--- config.mk ---
export PLATFORM = sky130hd
export DESIGN_NAME = opaddr_gen
export DESIGN_NICKNAME = d
export VERILOG_FILES = /design/src/opaddr_pkg.sv /design/src/opaddr_sum.sv /design/src/opaddr_gen.sv
export SDC_FILE = /design/constraint.sdc
export NUM_CORES = 1
export LEC_CHECK = 0
export BUFFER_PORTS_ARGS = -buffer_cell sky130_fd_sc_hd__buf_4
export CORE_UTILIZATION = 45
export DETAILED_ROUTE_END_ITERATION = 12
export PLACE_DENSITY = 0.67
export SLEW_MARGIN = 30
export SYNTH_ARGS = -nofsm -noshare
export SYNTH_HDL_FRONTEND = slang
export SYNTH_SLANG_ARGS = --single-unit
export TNS_END_PERCENT = 100
--- constraint.sdc ---
create_clock -name clk_in -period 3 [get_ports clk_in]
set_input_delay 0.6 -clock clk_in [delete_from_list [all_inputs] [get_ports clk_in]]
set_output_delay 0.6 -clock clk_in [all_outputs]
set_load 0.01 [all_outputs]
--- src/opaddr_pkg.sv ---
// Constants, modes and states of the operand address generator.
// Assumes a byte-wide program/data memory answering reads in one cycle.
//
// Notes on behaviour
// RULE_01: Inherent instructions are one byte; nothing is fetched after the opcode.
// RULE_02: Immediate mode fetches one byte and uses it as the operand value.
// RULE_03: Short direct fetches one address byte, zero-extended, reaching 00 to FF.
// RULE_04: Long direct fetches two bytes forming a full 16-bit address.
// RULE_05: Indexed address is the unsigned sum of X or Y and the offset.
// RULE_06: No-offset indexed fetches nothing; the index alone is the address.
// RULE_07: Short indexed adds a one-byte offset to the index, reaching 1FE.
// RULE_08: Long indexed adds a two-byte offset to the index, full space.
// RULE_09: Short indirect reads a byte pointer in page zero as address.
// RULE_10: Long indirect reads a 16-bit pointer word from page zero.
// RULE_11: Indirect indexed adds the index to the pointer read from page zero.
// RULE_12: Short indirect indexed: byte pointer plus index, up to 1FE, one byte.
// RULE_13: Long indirect indexed: word pointer plus index, whole space.
// RULE_14: Read-modify-write operations accept only short page-zero forms.
// RULE_15: Mask set gives level 3; mask clear gives level 0.
// RULE_16: Halt stops the oscillator; wait-for-irq sleeps until an interrupt.
// RULE_17: Words are high byte first; address sums are 16 bits.
package opaddr_pkg;

  // ==========================================================================
  // Addressing modes
  typedef enum logic [3:0] {
    MODE_INHERENT   = 4'h0,
    MODE_IMMEDIATE  = 4'h1,
    MODE_DIR_SHORT  = 4'h2,
    MODE_DIR_LONG   = 4'h3,
    MODE_IDX_NONE   = 4'h4,
    MODE_IDX_SHORT  = 4'h5,
    MODE_IDX_LONG   = 4'h6,
    MODE_IND_SHORT  = 4'h7,
    MODE_IND_LONG   = 4'h8,
    MODE_INDX_SHORT = 4'h9,
    MODE_INDX_LONG  = 4'hA
  } mode_type;

  // ==========================================================================
  // Inherent operation codes presented with an inherent request
  typedef enum logic [1:0] {
    OP_NONE            = 2'h0,
    OP_IRQ_MASK_SET    = 2'h1,
    OP_IRQ_MASK_CLEAR  = 2'h2,
    OP_SLEEP           = 2'h3
  } inh_op_type;

  // ==========================================================================
  // Sequencer states, one-hot
  typedef enum logic [6:0] {
    ST_IDLE  = 7'h01,
    ST_B1    = 7'h02,
    ST_B2    = 7'h04,
    ST_PTRHI = 7'h08,
    ST_PTRLO = 7'h10,
    ST_DONE  = 7'h20,
    ST_LOWP  = 7'h40
  } state_type;

  // ==========================================================================
  // Field values and reset values
  localparam logic [1:0]  IRQ_LEVEL_MASKED   = 2'h3;
  localparam logic [1:0]  IRQ_LEVEL_OPEN     = 2'h0;
  localparam logic [1:0]  IRQ_LEVEL_RESET    = 2'h3;
  localparam logic [7:0]  PAGE_ZERO_HIGH     = 8'h00;
  localparam logic [15:0] ADDR_RESET         = 16'h0000;
  localparam logic [7:0]  BYTE_RESET         = 8'h00;

endpackage

--- src/opaddr_sum.sv ---
// Unsigned 16-bit adder of a base and an index register.
// Assumes both operands are stable for the cycle they are added in.
`timescale 1ns/1ns

module opaddr_sum (
  // Operands
  input  wire logic [15:0] base_in,
  input  wire logic [7:0]  index_in,
  // Result
  output logic      [15:0] sum_out
);

  // Carry out of bit 15 is dropped; the core wraps in a 64 Kbyte space.
  assign sum_out = base_in + {8'h00, index_in}; // RULE_17

endmodule // opaddr_sum

--- src/opaddr_gen.sv ---
// Operand fetch and effective-address generator of the CPU core.
// Assumes memory settles rd_data_in while rd_req_out is high, before the next edge.
`timescale 1ns/1ns

module opaddr_gen (
  // Clock and reset
  input  wire logic        clk_in,
  input  wire logic        rst_in,
  // Decode request
  input  wire logic        start_in,
  input  wire logic [3:0]  mode_in,
  input  wire logic        use_y_in,
  input  wire logic        rmw_in,
  input  wire logic [1:0]  inh_op_in,
  input  wire logic [15:0] pc_in,
  // Index registers
  input  wire logic [7:0]  x_in,
  input  wire logic [7:0]  y_in,
  // Wake-up
  input  wire logic        irq_in,
  // Memory read port
  output logic             rd_req_out,
  output logic      [15:0] rd_addr_out,
  input  wire logic [7:0]  rd_data_in,
  // Results
  output logic             done_out,
  output logic             illegal_out,
  output logic             imm_valid_out,
  output logic      [7:0]  imm_out,
  output logic             addr_valid_out,
  output logic      [15:0] addr_out,
  output logic      [1:0]  len_out,
  output logic      [1:0]  irq_level_out,
  output logic             osc_stop_out,
  output logic             sleep_out,
  output logic             busy_out
);

  // ==========================================================================
  // Mode decoding
  function automatic logic [1:0] ext_bytes(input logic [3:0] m);
    case (m)
      opaddr_pkg::MODE_INHERENT,
      opaddr_pkg::MODE_IDX_NONE:  ext_bytes = 2'd0; // RULE_01 RULE_06
      opaddr_pkg::MODE_DIR_LONG,
      opaddr_pkg::MODE_IDX_LONG:  ext_bytes = 2'd2; // RULE_04 RULE_08
      default:                    ext_bytes = 2'd1; // RULE_02 RULE_03 RULE_07 RULE_09
    endcase
  endfunction

  function automatic logic is_short(input logic [3:0] m);
    is_short = (m == opaddr_pkg::MODE_DIR_SHORT) || (m == opaddr_pkg::MODE_IDX_NONE) ||
               (m == opaddr_pkg::MODE_IDX_SHORT) || (m == opaddr_pkg::MODE_IND_SHORT) ||
               (m == opaddr_pkg::MODE_INDX_SHORT);
  endfunction

  function automatic logic is_indexed(input logic [3:0] m);
    is_indexed = (m == opaddr_pkg::MODE_IDX_NONE) || (m == opaddr_pkg::MODE_IDX_SHORT) ||
                 (m == opaddr_pkg::MODE_IDX_LONG) || (m == opaddr_pkg::MODE_INDX_SHORT) ||
                 (m == opaddr_pkg::MODE_INDX_LONG);
  endfunction

  function automatic logic is_word_ptr(input logic [3:0] m);
    is_word_ptr = (m == opaddr_pkg::MODE_IND_LONG) || (m == opaddr_pkg::MODE_INDX_LONG);
  endfunction

  function automatic logic is_ptr(input logic [3:0] m);
    is_ptr = is_word_ptr(m) || (m == opaddr_pkg::MODE_IND_SHORT) ||
             (m == opaddr_pkg::MODE_INDX_SHORT);
  endfunction

  // ==========================================================================
  // Request capture
  opaddr_pkg::state_type state_reg;
  logic [3:0]  mode_reg;
  logic [7:0]  index_reg;
  logic [15:0] fetch_pc_reg;
  logic [15:0] base_reg;
  logic [1:0]  left_reg;
  logic [15:0] sum;
  logic        bad_rmw;

  // Long forms would reach outside page zero, which the RMW datapath cannot do.
  assign bad_rmw = rmw_in && !is_short(mode_in) &&
                   (mode_in != opaddr_pkg::MODE_INHERENT); // RULE_14

  always_ff @(posedge clk_in) begin
    if (rst_in) begin
      mode_reg  <= 4'h0;
      index_reg <= 8'h00;
    end else if (state_reg == opaddr_pkg::ST_IDLE && start_in) begin
      mode_reg  <= mode_in;
      index_reg <= use_y_in ? y_in : x_in; // RULE_05
    end
  end

  opaddr_sum u_sum (
    .base_in  (base_reg),
    .index_in (index_reg),
    .sum_out  (sum)
  );

  // ==========================================================================
  // Sequencer
  always_ff @(posedge clk_in) begin
    if (rst_in) begin
      state_reg <= opaddr_pkg::ST_IDLE;
    end else begin
      case (state_reg)
        opaddr_pkg::ST_IDLE: begin
          if (start_in && !bad_rmw) begin
            if (ext_bytes(mode_in) != 2'd0) begin
              state_reg <= opaddr_pkg::ST_B1;
            end else if (mode_in == opaddr_pkg::MODE_INHERENT &&
                         inh_op_in == opaddr_pkg::OP_SLEEP) begin
              state_reg <= opaddr_pkg::ST_LOWP; // RULE_16
            end else begin
              state_reg <= opaddr_pkg::ST_DONE;
            end
          end
        end
        opaddr_pkg::ST_B1: begin
          if (left_reg == 2'd2) begin
            state_reg <= opaddr_pkg::ST_B2;
          end else if (is_ptr(mode_reg)) begin
            state_reg <= is_word_ptr(mode_reg) ? opaddr_pkg::ST_PTRHI
                                               : opaddr_pkg::ST_PTRLO;
          end else begin
            state_reg <= opaddr_pkg::ST_DONE;
          end
        end
        opaddr_pkg::ST_B2:    state_reg <= opaddr_pkg::ST_DONE;
        opaddr_pkg::ST_PTRHI: state_reg <= opaddr_pkg::ST_PTRLO;
        opaddr_pkg::ST_PTRLO: state_reg <= opaddr_pkg::ST_DONE;
        opaddr_pkg::ST_DONE:  state_reg <= opaddr_pkg::ST_IDLE;
        opaddr_pkg::ST_LOWP: begin
          if (irq_in) begin
            state_reg <= opaddr_pkg::ST_DONE; // RULE_16
          end
        end
        default: state_reg <= opaddr_pkg::ST_IDLE;
      endcase
    end
  end

  // ==========================================================================
  // Memory reads: one byte per cycle, data back in the next state
  always_ff @(posedge clk_in) begin
    if (rst_in) begin
      rd_req_out   <= 1'b0;
      rd_addr_out  <= opaddr_pkg::ADDR_RESET;
      fetch_pc_reg <= opaddr_pkg::ADDR_RESET;
      left_reg     <= 2'd0;
    end else begin
      rd_req_out <= 1'b0;
      case (state_reg)
        opaddr_pkg::ST_IDLE: begin
          if (start_in && !bad_rmw && ext_bytes(mode_in) != 2'd0) begin
            rd_req_out   <= 1'b1;
            rd_addr_out  <= pc_in + 16'h0001;
            fetch_pc_reg <= pc_in + 16'h0002;
            left_reg     <= ext_bytes(mode_in);
          end
        end
        opaddr_pkg::ST_B1: begin
          if (left_reg == 2'd2) begin
            rd_req_out  <= 1'b1;
            rd_addr_out <= fetch_pc_reg; // RULE_04 RULE_08
          end else if (is_ptr(mode_reg)) begin
            rd_req_out  <= 1'b1;
            rd_addr_out <= {opaddr_pkg::PAGE_ZERO_HIGH, rd_data_in}; // RULE_09 RULE_10 RULE_11
          end
        end
        opaddr_pkg::ST_PTRHI: begin
          rd_req_out  <= 1'b1;
          rd_addr_out <= {opaddr_pkg::PAGE_ZERO_HIGH, rd_addr_out[7:0] + 8'h01}; // RULE_17
        end
        default: begin
        end
      endcase
    end
  end

  // ==========================================================================
  // Base assembly, high byte from the lower address
  always_ff @(posedge clk_in) begin
    if (rst_in) begin
      base_reg <= opaddr_pkg::ADDR_RESET;
    end else begin
      case (state_reg)
        opaddr_pkg::ST_IDLE:  base_reg <= opaddr_pkg::ADDR_RESET; // RULE_06
        opaddr_pkg::ST_B1:    base_reg <= (left_reg == 2'd2) ? {rd_data_in, 8'h00}
                                                             : {8'h00, rd_data_in}; // RULE_03
        opaddr_pkg::ST_B2:    base_reg <= {base_reg[15:8], rd_data_in}; // RULE_17
        opaddr_pkg::ST_PTRHI: base_reg <= {rd_data_in, 8'h00}; // RULE_10 RULE_13
        opaddr_pkg::ST_PTRLO: base_reg <= {base_reg[15:8], rd_data_in}; // RULE_09 RULE_12
        default: begin
        end
      endcase
    end
  end

  // ==========================================================================
  // Results
  always_ff @(posedge clk_in) begin
    if (rst_in) begin
      done_out       <= 1'b0;
      illegal_out    <= 1'b0;
      imm_valid_out  <= 1'b0;
      imm_out        <= opaddr_pkg::BYTE_RESET;
      addr_valid_out <= 1'b0;
      addr_out       <= opaddr_pkg::ADDR_RESET;
      len_out        <= 2'd0;
    end else begin
      done_out       <= 1'b0;
      illegal_out    <= 1'b0;
      imm_valid_out  <= 1'b0;
      addr_valid_out <= 1'b0;
      if (state_reg == opaddr_pkg::ST_IDLE && start_in && bad_rmw) begin
        illegal_out <= 1'b1; // RULE_14
        done_out    <= 1'b1;
      end else if (state_reg == opaddr_pkg::ST_DONE) begin
        done_out <= 1'b1;
        len_out  <= ext_bytes(mode_reg); // RULE_01
        if (mode_reg == opaddr_pkg::MODE_IMMEDIATE) begin
          imm_valid_out <= 1'b1;
          imm_out       <= base_reg[7:0]; // RULE_02
        end else if (mode_reg != opaddr_pkg::MODE_INHERENT) begin
          addr_valid_out <= 1'b1;
          addr_out       <= is_indexed(mode_reg) ? sum : base_reg; // RULE_05 RULE_07 RULE_13
        end
      end
    end
  end

  // ==========================================================================
  // Interrupt level and power control
  always_ff @(posedge clk_in) begin
    if (rst_in) begin
      irq_level_out <= opaddr_pkg::IRQ_LEVEL_RESET;
      osc_stop_out  <= 1'b0;
      sleep_out     <= 1'b0;
    end else begin
      if (state_reg == opaddr_pkg::ST_IDLE && start_in &&
          mode_in == opaddr_pkg::MODE_INHERENT) begin
        if (inh_op_in == opaddr_pkg::OP_IRQ_MASK_SET) begin
          irq_level_out <= opaddr_pkg::IRQ_LEVEL_MASKED; // RULE_15
        end else if (inh_op_in == opaddr_pkg::OP_IRQ_MASK_CLEAR) begin
          irq_level_out <= opaddr_pkg::IRQ_LEVEL_OPEN; // RULE_15
        end else if (inh_op_in == opaddr_pkg::OP_SLEEP) begin
          sleep_out    <= 1'b1; // RULE_16
          osc_stop_out <= !rmw_in; // RULE_16
        end
      end else if (state_reg == opaddr_pkg::ST_LOWP && irq_in) begin
        sleep_out    <= 1'b0;
        osc_stop_out <= 1'b0;
      end
    end
  end

  always_ff @(posedge clk_in) begin
    if (rst_in) begin
      busy_out <= 1'b0;
    end else begin
      busy_out <= (state_reg == opaddr_pkg::ST_IDLE) ? (start_in && !bad_rmw)
                                                     : (state_reg != opaddr_pkg::ST_DONE);
    end
  end

endmodule // opaddr_gen

==> results.sh, run 1 <==
export IMPL_ys_warn_count=0
export IMPL_grt_pass1_vias=4825
export IMPL_area_growth_pct=20.3
export IMPL_netlist_instances=678
export IMPL_grt_antenna_before_repair=0
export IMPL_fmax_mhz=415
export IMPL_grt_pass1_wl_mm=24.4
export IMPL_final_cell_count_no_fill=910
export IMPL_drtPass1Iterations=9
export IMPL_via_per_inst=5.73
export IMPL_hold_violations=0
export IMPL_grt_use_total_pct=24.3
export IMPL_met1_usage_pct=30.9
export IMPL_layout_drive_gt1_share_pct=18.1
export IMPL_seq_area_frac_synth_pct=37.6
export IMPL_relSlewSlack_pct=57.4
export IMPL_root_buffer="clkbuf_16"
export IMPL_placed_cells_incl_taps=895
export IMPL_hold_path_class="input port to flop"
export IMPL_status="finished with violations"
export IMPL_synth_edff_count=0
export IMPL_row_count=40
export IMPL_async_reset_ff_share_pct=0
export IMPL_cts_resized=0
export IMPL_ys_ff_latch=104
export IMPL_cts_made_buffers=9
export IMPL_n_antenna_cell=0
export IMPL_final_common_cell="buf_4"
export IMPL_worst_path_max_fanout=18
export IMPL_netlist_area_um2=5540
export IMPL_setup_ws_ns=0.592
export IMPL_h_tree_depth=3
export IMPL_violations="DRC"
export IMPL_ctsHoldBuffers=0
export IMPL_post_route_util_pct=55.4
export IMPL_die_x_um=113
export IMPL_fp_dieH_um=113
export IMPL_min_period_over_period_pct=80.3
export IMPL_wl_per_cell_um=16.6
export IMPL_worstSetupPathType="flop to flop"
export IMPL_cp_required_ns=3.27
export IMPL_yosysUniqueCellTypes=60
export IMPL_fin_crit_ns=2.41
export IMPL_finalSetupViolCount=0
export IMPL_gr_total_overflow=0
export IMPL_final_area_um2=6660
export IMPL_place_area_um2=6370
export IMPL_ant_nets=0
export IMPL_arrival_ns=2.68
export IMPL_setup_tns_ns=0
export IMPL_worst_pin_slew_ns=0.638
export IMPL_critPathCaptureType="flop"
export IMPL_cts_tree="done"
export IMPL_route_detailed_drc=2
export IMPL_fin_skew_ns=0.00682
export IMPL_ios=104
export IMPL_core_area_um2=12000
export IMPL_grt_max_degree=56
export IMPL_crit_path_start_kind="flop"
export IMPL_first_iter_violations=353
export IMPL_gp_congestion=0.880
export IMPL_cts_setup_buffers=0
export IMPL_most_common_layout_cells="buf_4 (113), nor2_1 (105), dfxtp_1 (104)"
export IMPL_portBuffers=103
export IMPL_leakagePower_nw=2.65
export IMPL_synth_main_ff_cell="dfxtp_1"
export IMPL_hpwl_mm=11.1
export IMPL_use_met2_pct=41.5
export IMPL_start_util_pct=46.1
export IMPL_rsz0062_at_grt="false"
export IMPL_maxSlewViolCount=0
export IMPL_syn_num_nets=745
export IMPL_synth_area_per_cell_um2=8.17
export IMPL_clkLatencyLatePin_ns=0.36
export IMPL_grt_util_met3_pct=4.45
export IMPL_final_nets=826
export IMPL_pre_cts_ws_ns=0.632
export IMPL_clkSinkCount=104
export IMPL_routed_wl_mm=15.1
export IMPL_dieArea_um2=12800
export IMPL_top_usage_layer="met2"
export IMPL_num_vias=5215
export IMPL_drv_cap=0
export IMPL_cts_buffer_depth=2
export IMPL_p_per_area_nw_per_um2=491
export IMPL_cts_clk_slew_worst_paths_ns=0.07
export IMPL_vdd_ir_drop_max_v=0.000267
==> per-layer routing <==
layer / vias up / part of all wire [%]
met3: 17 / 4.6
met1: 2453 / 45
li1: 2599 / -
met5: - / 0
met2: 146 / 49
met4: 0 / 1.6
==> power by group <==
group / internal [mW] / switching (mW)
Clock: 0.664 / 0.509
Sequential: 1.46 / 0.0775
Combinational: 0.240 / 0.324
==> area by class of cell <==
class	count	area, um2
Tap cell	147	184
Inverter	11	41.3
Sequential cell	104	2080
Clock buffer	12	246
Timing Repair Buffer	113	848
Clock inverter	3	42.5
Fill cell	1169	5350
Multi-Input combinational cell	520	3210
==> worst paths after layout <==
check             slack, ns  cells after the start            start               to
setup / recovery       0.59                      6     state_reg[3]   rd_addr_out[1]
hold / removal         0.45                      2         pc_in[1]  fetch_pc_reg[1]
setup reg to reg       0.59                      6     state_reg[3]   rd_addr_out[1]
hold reg to reg        0.45                      2  fetch_pc_reg[0]  fetch_pc_reg[0]
==> cell families (layout without fill, tap and decap cells) <==
| logic type | after synthesis | after routing | synth area share (%) |
|---|---|---|---|
| buf+inv | 54 | 139 | 4.38 |
| compound gates | 162 | 162 | 19.2 |
| xor+xnor | 48 | 48 | 7.59 |
| fa+ha+maj | 15 | 15 | 3.53 |
| flops | 104 | 104 | 37.6 |
| mux | 21 | 21 | 3.84 |
| simple gates | 274 | 274 | 23.8 |
==> worst max-delay path, cell delays in order, from the launching register on <==
cell and delay, ns:
dfxtp_1 0.73, inv_1 0.31, and4_1 0.32, nand4_1 0.31
and3_4 0.36, a21oi_1 0.06, a211oi_1 0.21
==> synth_stat cells, types with 5 or more instances <==
library cell    n  share of area [%]
xor2_1         17                2.7
mux2i_1        19                3.4
inv_1          11               0.75
nand4_1        13                1.5
nor3_1         29                2.6
o21ai_0        29                2.6
nand2_1        56                3.8
nand2b_1        8               0.90
a211oi_1       39                5.3
o22ai_1         5               0.56
dfxtp_1       104                 38
nand3_1        19                1.7
ha_1           14                3.2
xnor2_1        31                4.9
nor4_1         11                1.2
a31oi_1         6               0.68
clkbuf_1       33                2.2
a21oi_1        39                3.5
a22oi_1        17                2.3
nor2_1        106                7.2
==> per-stage QoR <==
step / total power [mW] / hold WS (ns)
finish: 3.27 / 0.446
global route: 3.42 / 0.450
CTS: 3.30 / 0.437
detailed placement: 2.13 / 0.443
global placement: 2.12 / 0.447
floorplan: 1.91 / 0.429
Note: power is estimated with default switching activity, not from simulation.
==> run 2, diff against run 1 <==
--- a/config.mk
+++ b/config.mk
@@ -5,10 +5,11 @@
 export SDC_FILE = /design/constraint.sdc
 export NUM_CORES = 1
 export LEC_CHECK = 0
+export ABC_AREA = 1
 export BUFFER_PORTS_ARGS = -buffer_cell sky130_fd_sc_hd__buf_4
 export CORE_UTILIZATION = 45
 export DETAILED_ROUTE_END_ITERATION = 12
-export PLACE_DENSITY = 0.67
+export PLACE_DENSITY = 0.69
 export SLEW_MARGIN = 30
 export SYNTH_ARGS = -nofsm -noshare
 export SYNTH_HDL_FRONTEND = slang
==> constraint.sdc (replaced) <==
create_clock -name clk_in -period 2.1 [get_ports clk_in]
set_input_delay 0.42 -clock clk_in [delete_from_list [all_inputs] [get_ports clk_in]]
set_output_delay 0.42 -clock clk_in [all_outputs]
set_load 0.01 [all_outputs]
==> results.sh, run 2 <==
export IMPL_syn_num_nets=943
export IMPL_synth_main_ff_cell="dfxtp_1"
export IMPL_crit_path_start_kind="flop"
export IMPL_worstSetupPathType="flop to flop"
export IMPL_synthAdderAreaFrac_pct=3.33
export IMPL_ys_ff_latch=104
export IMPL_fin_skew_ns=0.00674
export IMPL_grt_antenna_before_repair=0
export IMPL_fp_dieH_um=116
export IMPL_setup_ws_ns=0.162
export IMPL_min_period_over_period_pct=92.3
export IMPL_cts_clk_slew_worst_paths_ns=0.07
export IMPL_cts_tree="done"
export IMPL_root_buffer="clkbuf_16"
export IMPL_min_to="base_reg[2]"
export IMPL_reg2reg_to="addr_out[10]"
export IMPL_via_per_inst=5.01
export IMPL_drtPass1Iterations=5
export IMPL_wl_per_cell_um=13.1
export IMPL_synth_top_family_by_area="simple AND/OR/NAND/NOR gates"
export IMPL_hold_violations=0
export IMPL_most_common_layout_cells="nand2_1 (191), nor2_1 (125), buf_4 (116)"
export IMPL_yosysUniqueCellTypes=44
export IMPL_critPathCaptureType="flop"
export IMPL_synth_area_mux_share_pct=1.37
export IMPL_cts_made_buffers=9
export IMPL_async_reset_ff_share_pct=0
export IMPL_dieArea_um2=13500
export IMPL_synth_top_cell_area_share_pct=35.5
export IMPL_ant_nets=0
export IMPL_yosysMostFrequentCell="nand2_1"
export IMPL_grt_pass1_wl_mm=25.0
export IMPL_ff2ff_path_depth=13
export IMPL_num_vias=5771
export IMPL_yosys_area_share_simple_pct=31.7
export IMPL_yosysTopAreaCell="dfxtp_1"
export IMPL_post_route_util_pct=55.9
export IMPL_synth_xor_area_share_pct=3.58
export IMPL_worst_path_max_fanout=7
export IMPL_final_nets=1042
export IMPL_synth_compound_gate_area_share_pct=14.7
export IMPL_netlist_area_um2=5870
export IMPL_grt_pass1_vias=5231
export IMPL_setup_tns_ns=0
export IMPL_start_util_pct=46.3
export IMPL_portBuffers=103
export IMPL_r2r_slack_ns=0.16
export IMPL_netlist_instances=876
export IMPL_ios=104
export IMPL_ys_warn_count=0
export IMPL_h_tree_depth=3
export IMPL_leakagePower_nw=3.29
export IMPL_synth_area_per_cell_um2=6.70
export IMPL_drv_cap=0
export IMPL_gr_total_overflow=0
export IMPL_placed_cells_incl_taps=1136
export IMPL_fin_crit_ns=1.94
export IMPL_status="finished, final reports clean"
export IMPL_final_cell_count_no_fill=1151
export IMPL_hpwl_mm=11.4
export IMPL_gp_congestion=0.958
export IMPL_grt_use_total_pct=23.9
export IMPL_row_count=41
export IMPL_clkLatencyLatePin_ns=0.36
export IMPL_vdd_ir_drop_max_v=0.000502
export IMPL_worst_pin_slew_ns=0.486
export IMPL_ctsHoldBuffers=0
export IMPL_maxSlewViolCount=0
export IMPL_relSlewSlack_pct=67.5
export IMPL_fmax_mhz=516
export IMPL_clkSinkCount=104
export IMPL_die_x_um=116
export IMPL_cts_setup_buffers=0
export IMPL_routed_wl_mm=15.1
export IMPL_p_per_area_nw_per_um2=650
export IMPL_rsz0062_at_grt="false"
export IMPL_route_detailed_drc=0
export IMPL_whs_path_depth=3
export IMPL_synth_common_cells="nand2_1 (192), nor2_1 (125), inv_1 (105), dfxtp_1 (104), nand3_1 (71)"
export IMPL_cp_required_ns=2.33
export IMPL_arrival_ns=2.17
export IMPL_synth_edff_count=0
export IMPL_cts_buffer_depth=2
export IMPL_layout_drive_gt1_share_pct=15.8
export IMPL_grt_max_degree=61
export IMPL_n_antenna_cell=0
export IMPL_hold_path_class="input port to flop"
export IMPL_hp_start="rd_data_in[2]"
export IMPL_power_mw=4.60
export IMPL_pre_cts_ws_ns=0.137
export IMPL_area_growth_pct=20.8
export IMPL_rr_startpoint="index_reg[0]"
export IMPL_seq_area_frac_synth_pct=35.5
export IMPL_core_area_um2=12700
export IMPL_first_iter_violations=326
export IMPL_final_common_cell="nand2_1"
export IMPL_finalSetupViolCount=0
export IMPL_synth_top_cells_by_area="dfxtp_1 (35%), nand2_1 (12%), nor2_1 (8.0%), inv_1 (6.7%), nand3_1 (6.1%)"
[run 2: changes by cell type after synthesis, moves of 25 or more]
cell      delta
a211oi_1    -39
a21oi_1     +25
inv_1       +94
nand2_1    +136
nand3_1     +52
o21ai_0     +40
xnor2_1     -26
[run 2: routing by layer]
metal / routed length [um] / track usage [%] / vias to the layer above
met2: 7120 / 40.0 / 161
li1: - / - / 3012
met4: 219 / 7.52 / 0
met1: 6920 / 30.8 / 2580
met5: 0 / 0 / -
met3: 804 / 4.93 / 18
[run 2: logic make-up (layout without fill, tap and decap cells)]
family,after synthesis,after routing
and+or+nand+nor,424,424
adders and majority gates,15,15
DFF,104,104
AOI/OAI and AO/OA,161,161
buffers and inverters,140,243
xor gates and xnor gates,24,24
muxes,8,8
[run 2: worst max path at each step]
| stage | start | to | slack, ns | depth (start not counted) |
|---|---|---|---|---|
| 2_1_floorplan | base_reg[0] | addr_out[10] | 0.30 | 13 |
| 3_3_place_gp | index_reg[0] | addr_out[10] | 0.19 | 13 |
| 3_5_place_dp | index_reg[0] | addr_out[10] | 0.14 | 13 |
| 4_1_cts | index_reg[0] | addr_out[10] | 0.12 | 13 |
| 5_1_grt | index_reg[0] | addr_out[10] | 0.03 | 12 |
| 6_report | index_reg[0] | addr_out[10] | 0.16 | 13 |
[run 2: what timing repair did]
item	4_1_cts	5_1_grt
resized for setup	0	1
hold endpoints to repair	0	0
endpoints found under the setup margin	0	2
[run 2: stage by stage]
stage | hold WS (ns) | area [um2]
CTS | 0.333 | 7090
detailed placement | 0.439 | 6820
global placement | 0.433 | 6820
floorplan | 0.424 | 5870
finish | 0.344 | 7090
global route | 0.345 | 7090
[run 2: layout make-up]
type / instances / area, um2
fill: 1287 / 5580
multi-input combinational: 632 / 3210
sequential: 104 / 2080
timing repair buffer: 117 / 891
inverter: 111 / 420
clock buffer: 9 / 225
tap: 172 / 215
clock inverter: 6 / 45.0
[run 2: worst max-delay path, stage by stage (launching register included)]
cell,delay (ns)
dfxtp_1,0.34
ha_1,0.19
inv_1,0.07
fa_1,0.40
inv_1,0.08
nand3_1,0.06
nand2_1,0.14
nand2_1,0.08
nand2_2,0.12
nand3_1,0.10
nand2_1,0.08
nand2_1,0.04
nand2_1,0.05
a21oi_1,0.06
[run 2: power by group]
group	switching, mW	internal (mW)
clock	0.775	0.802
combinational	0.521	0.333
sequential	0.0820	2.09
total	1.38	3.23
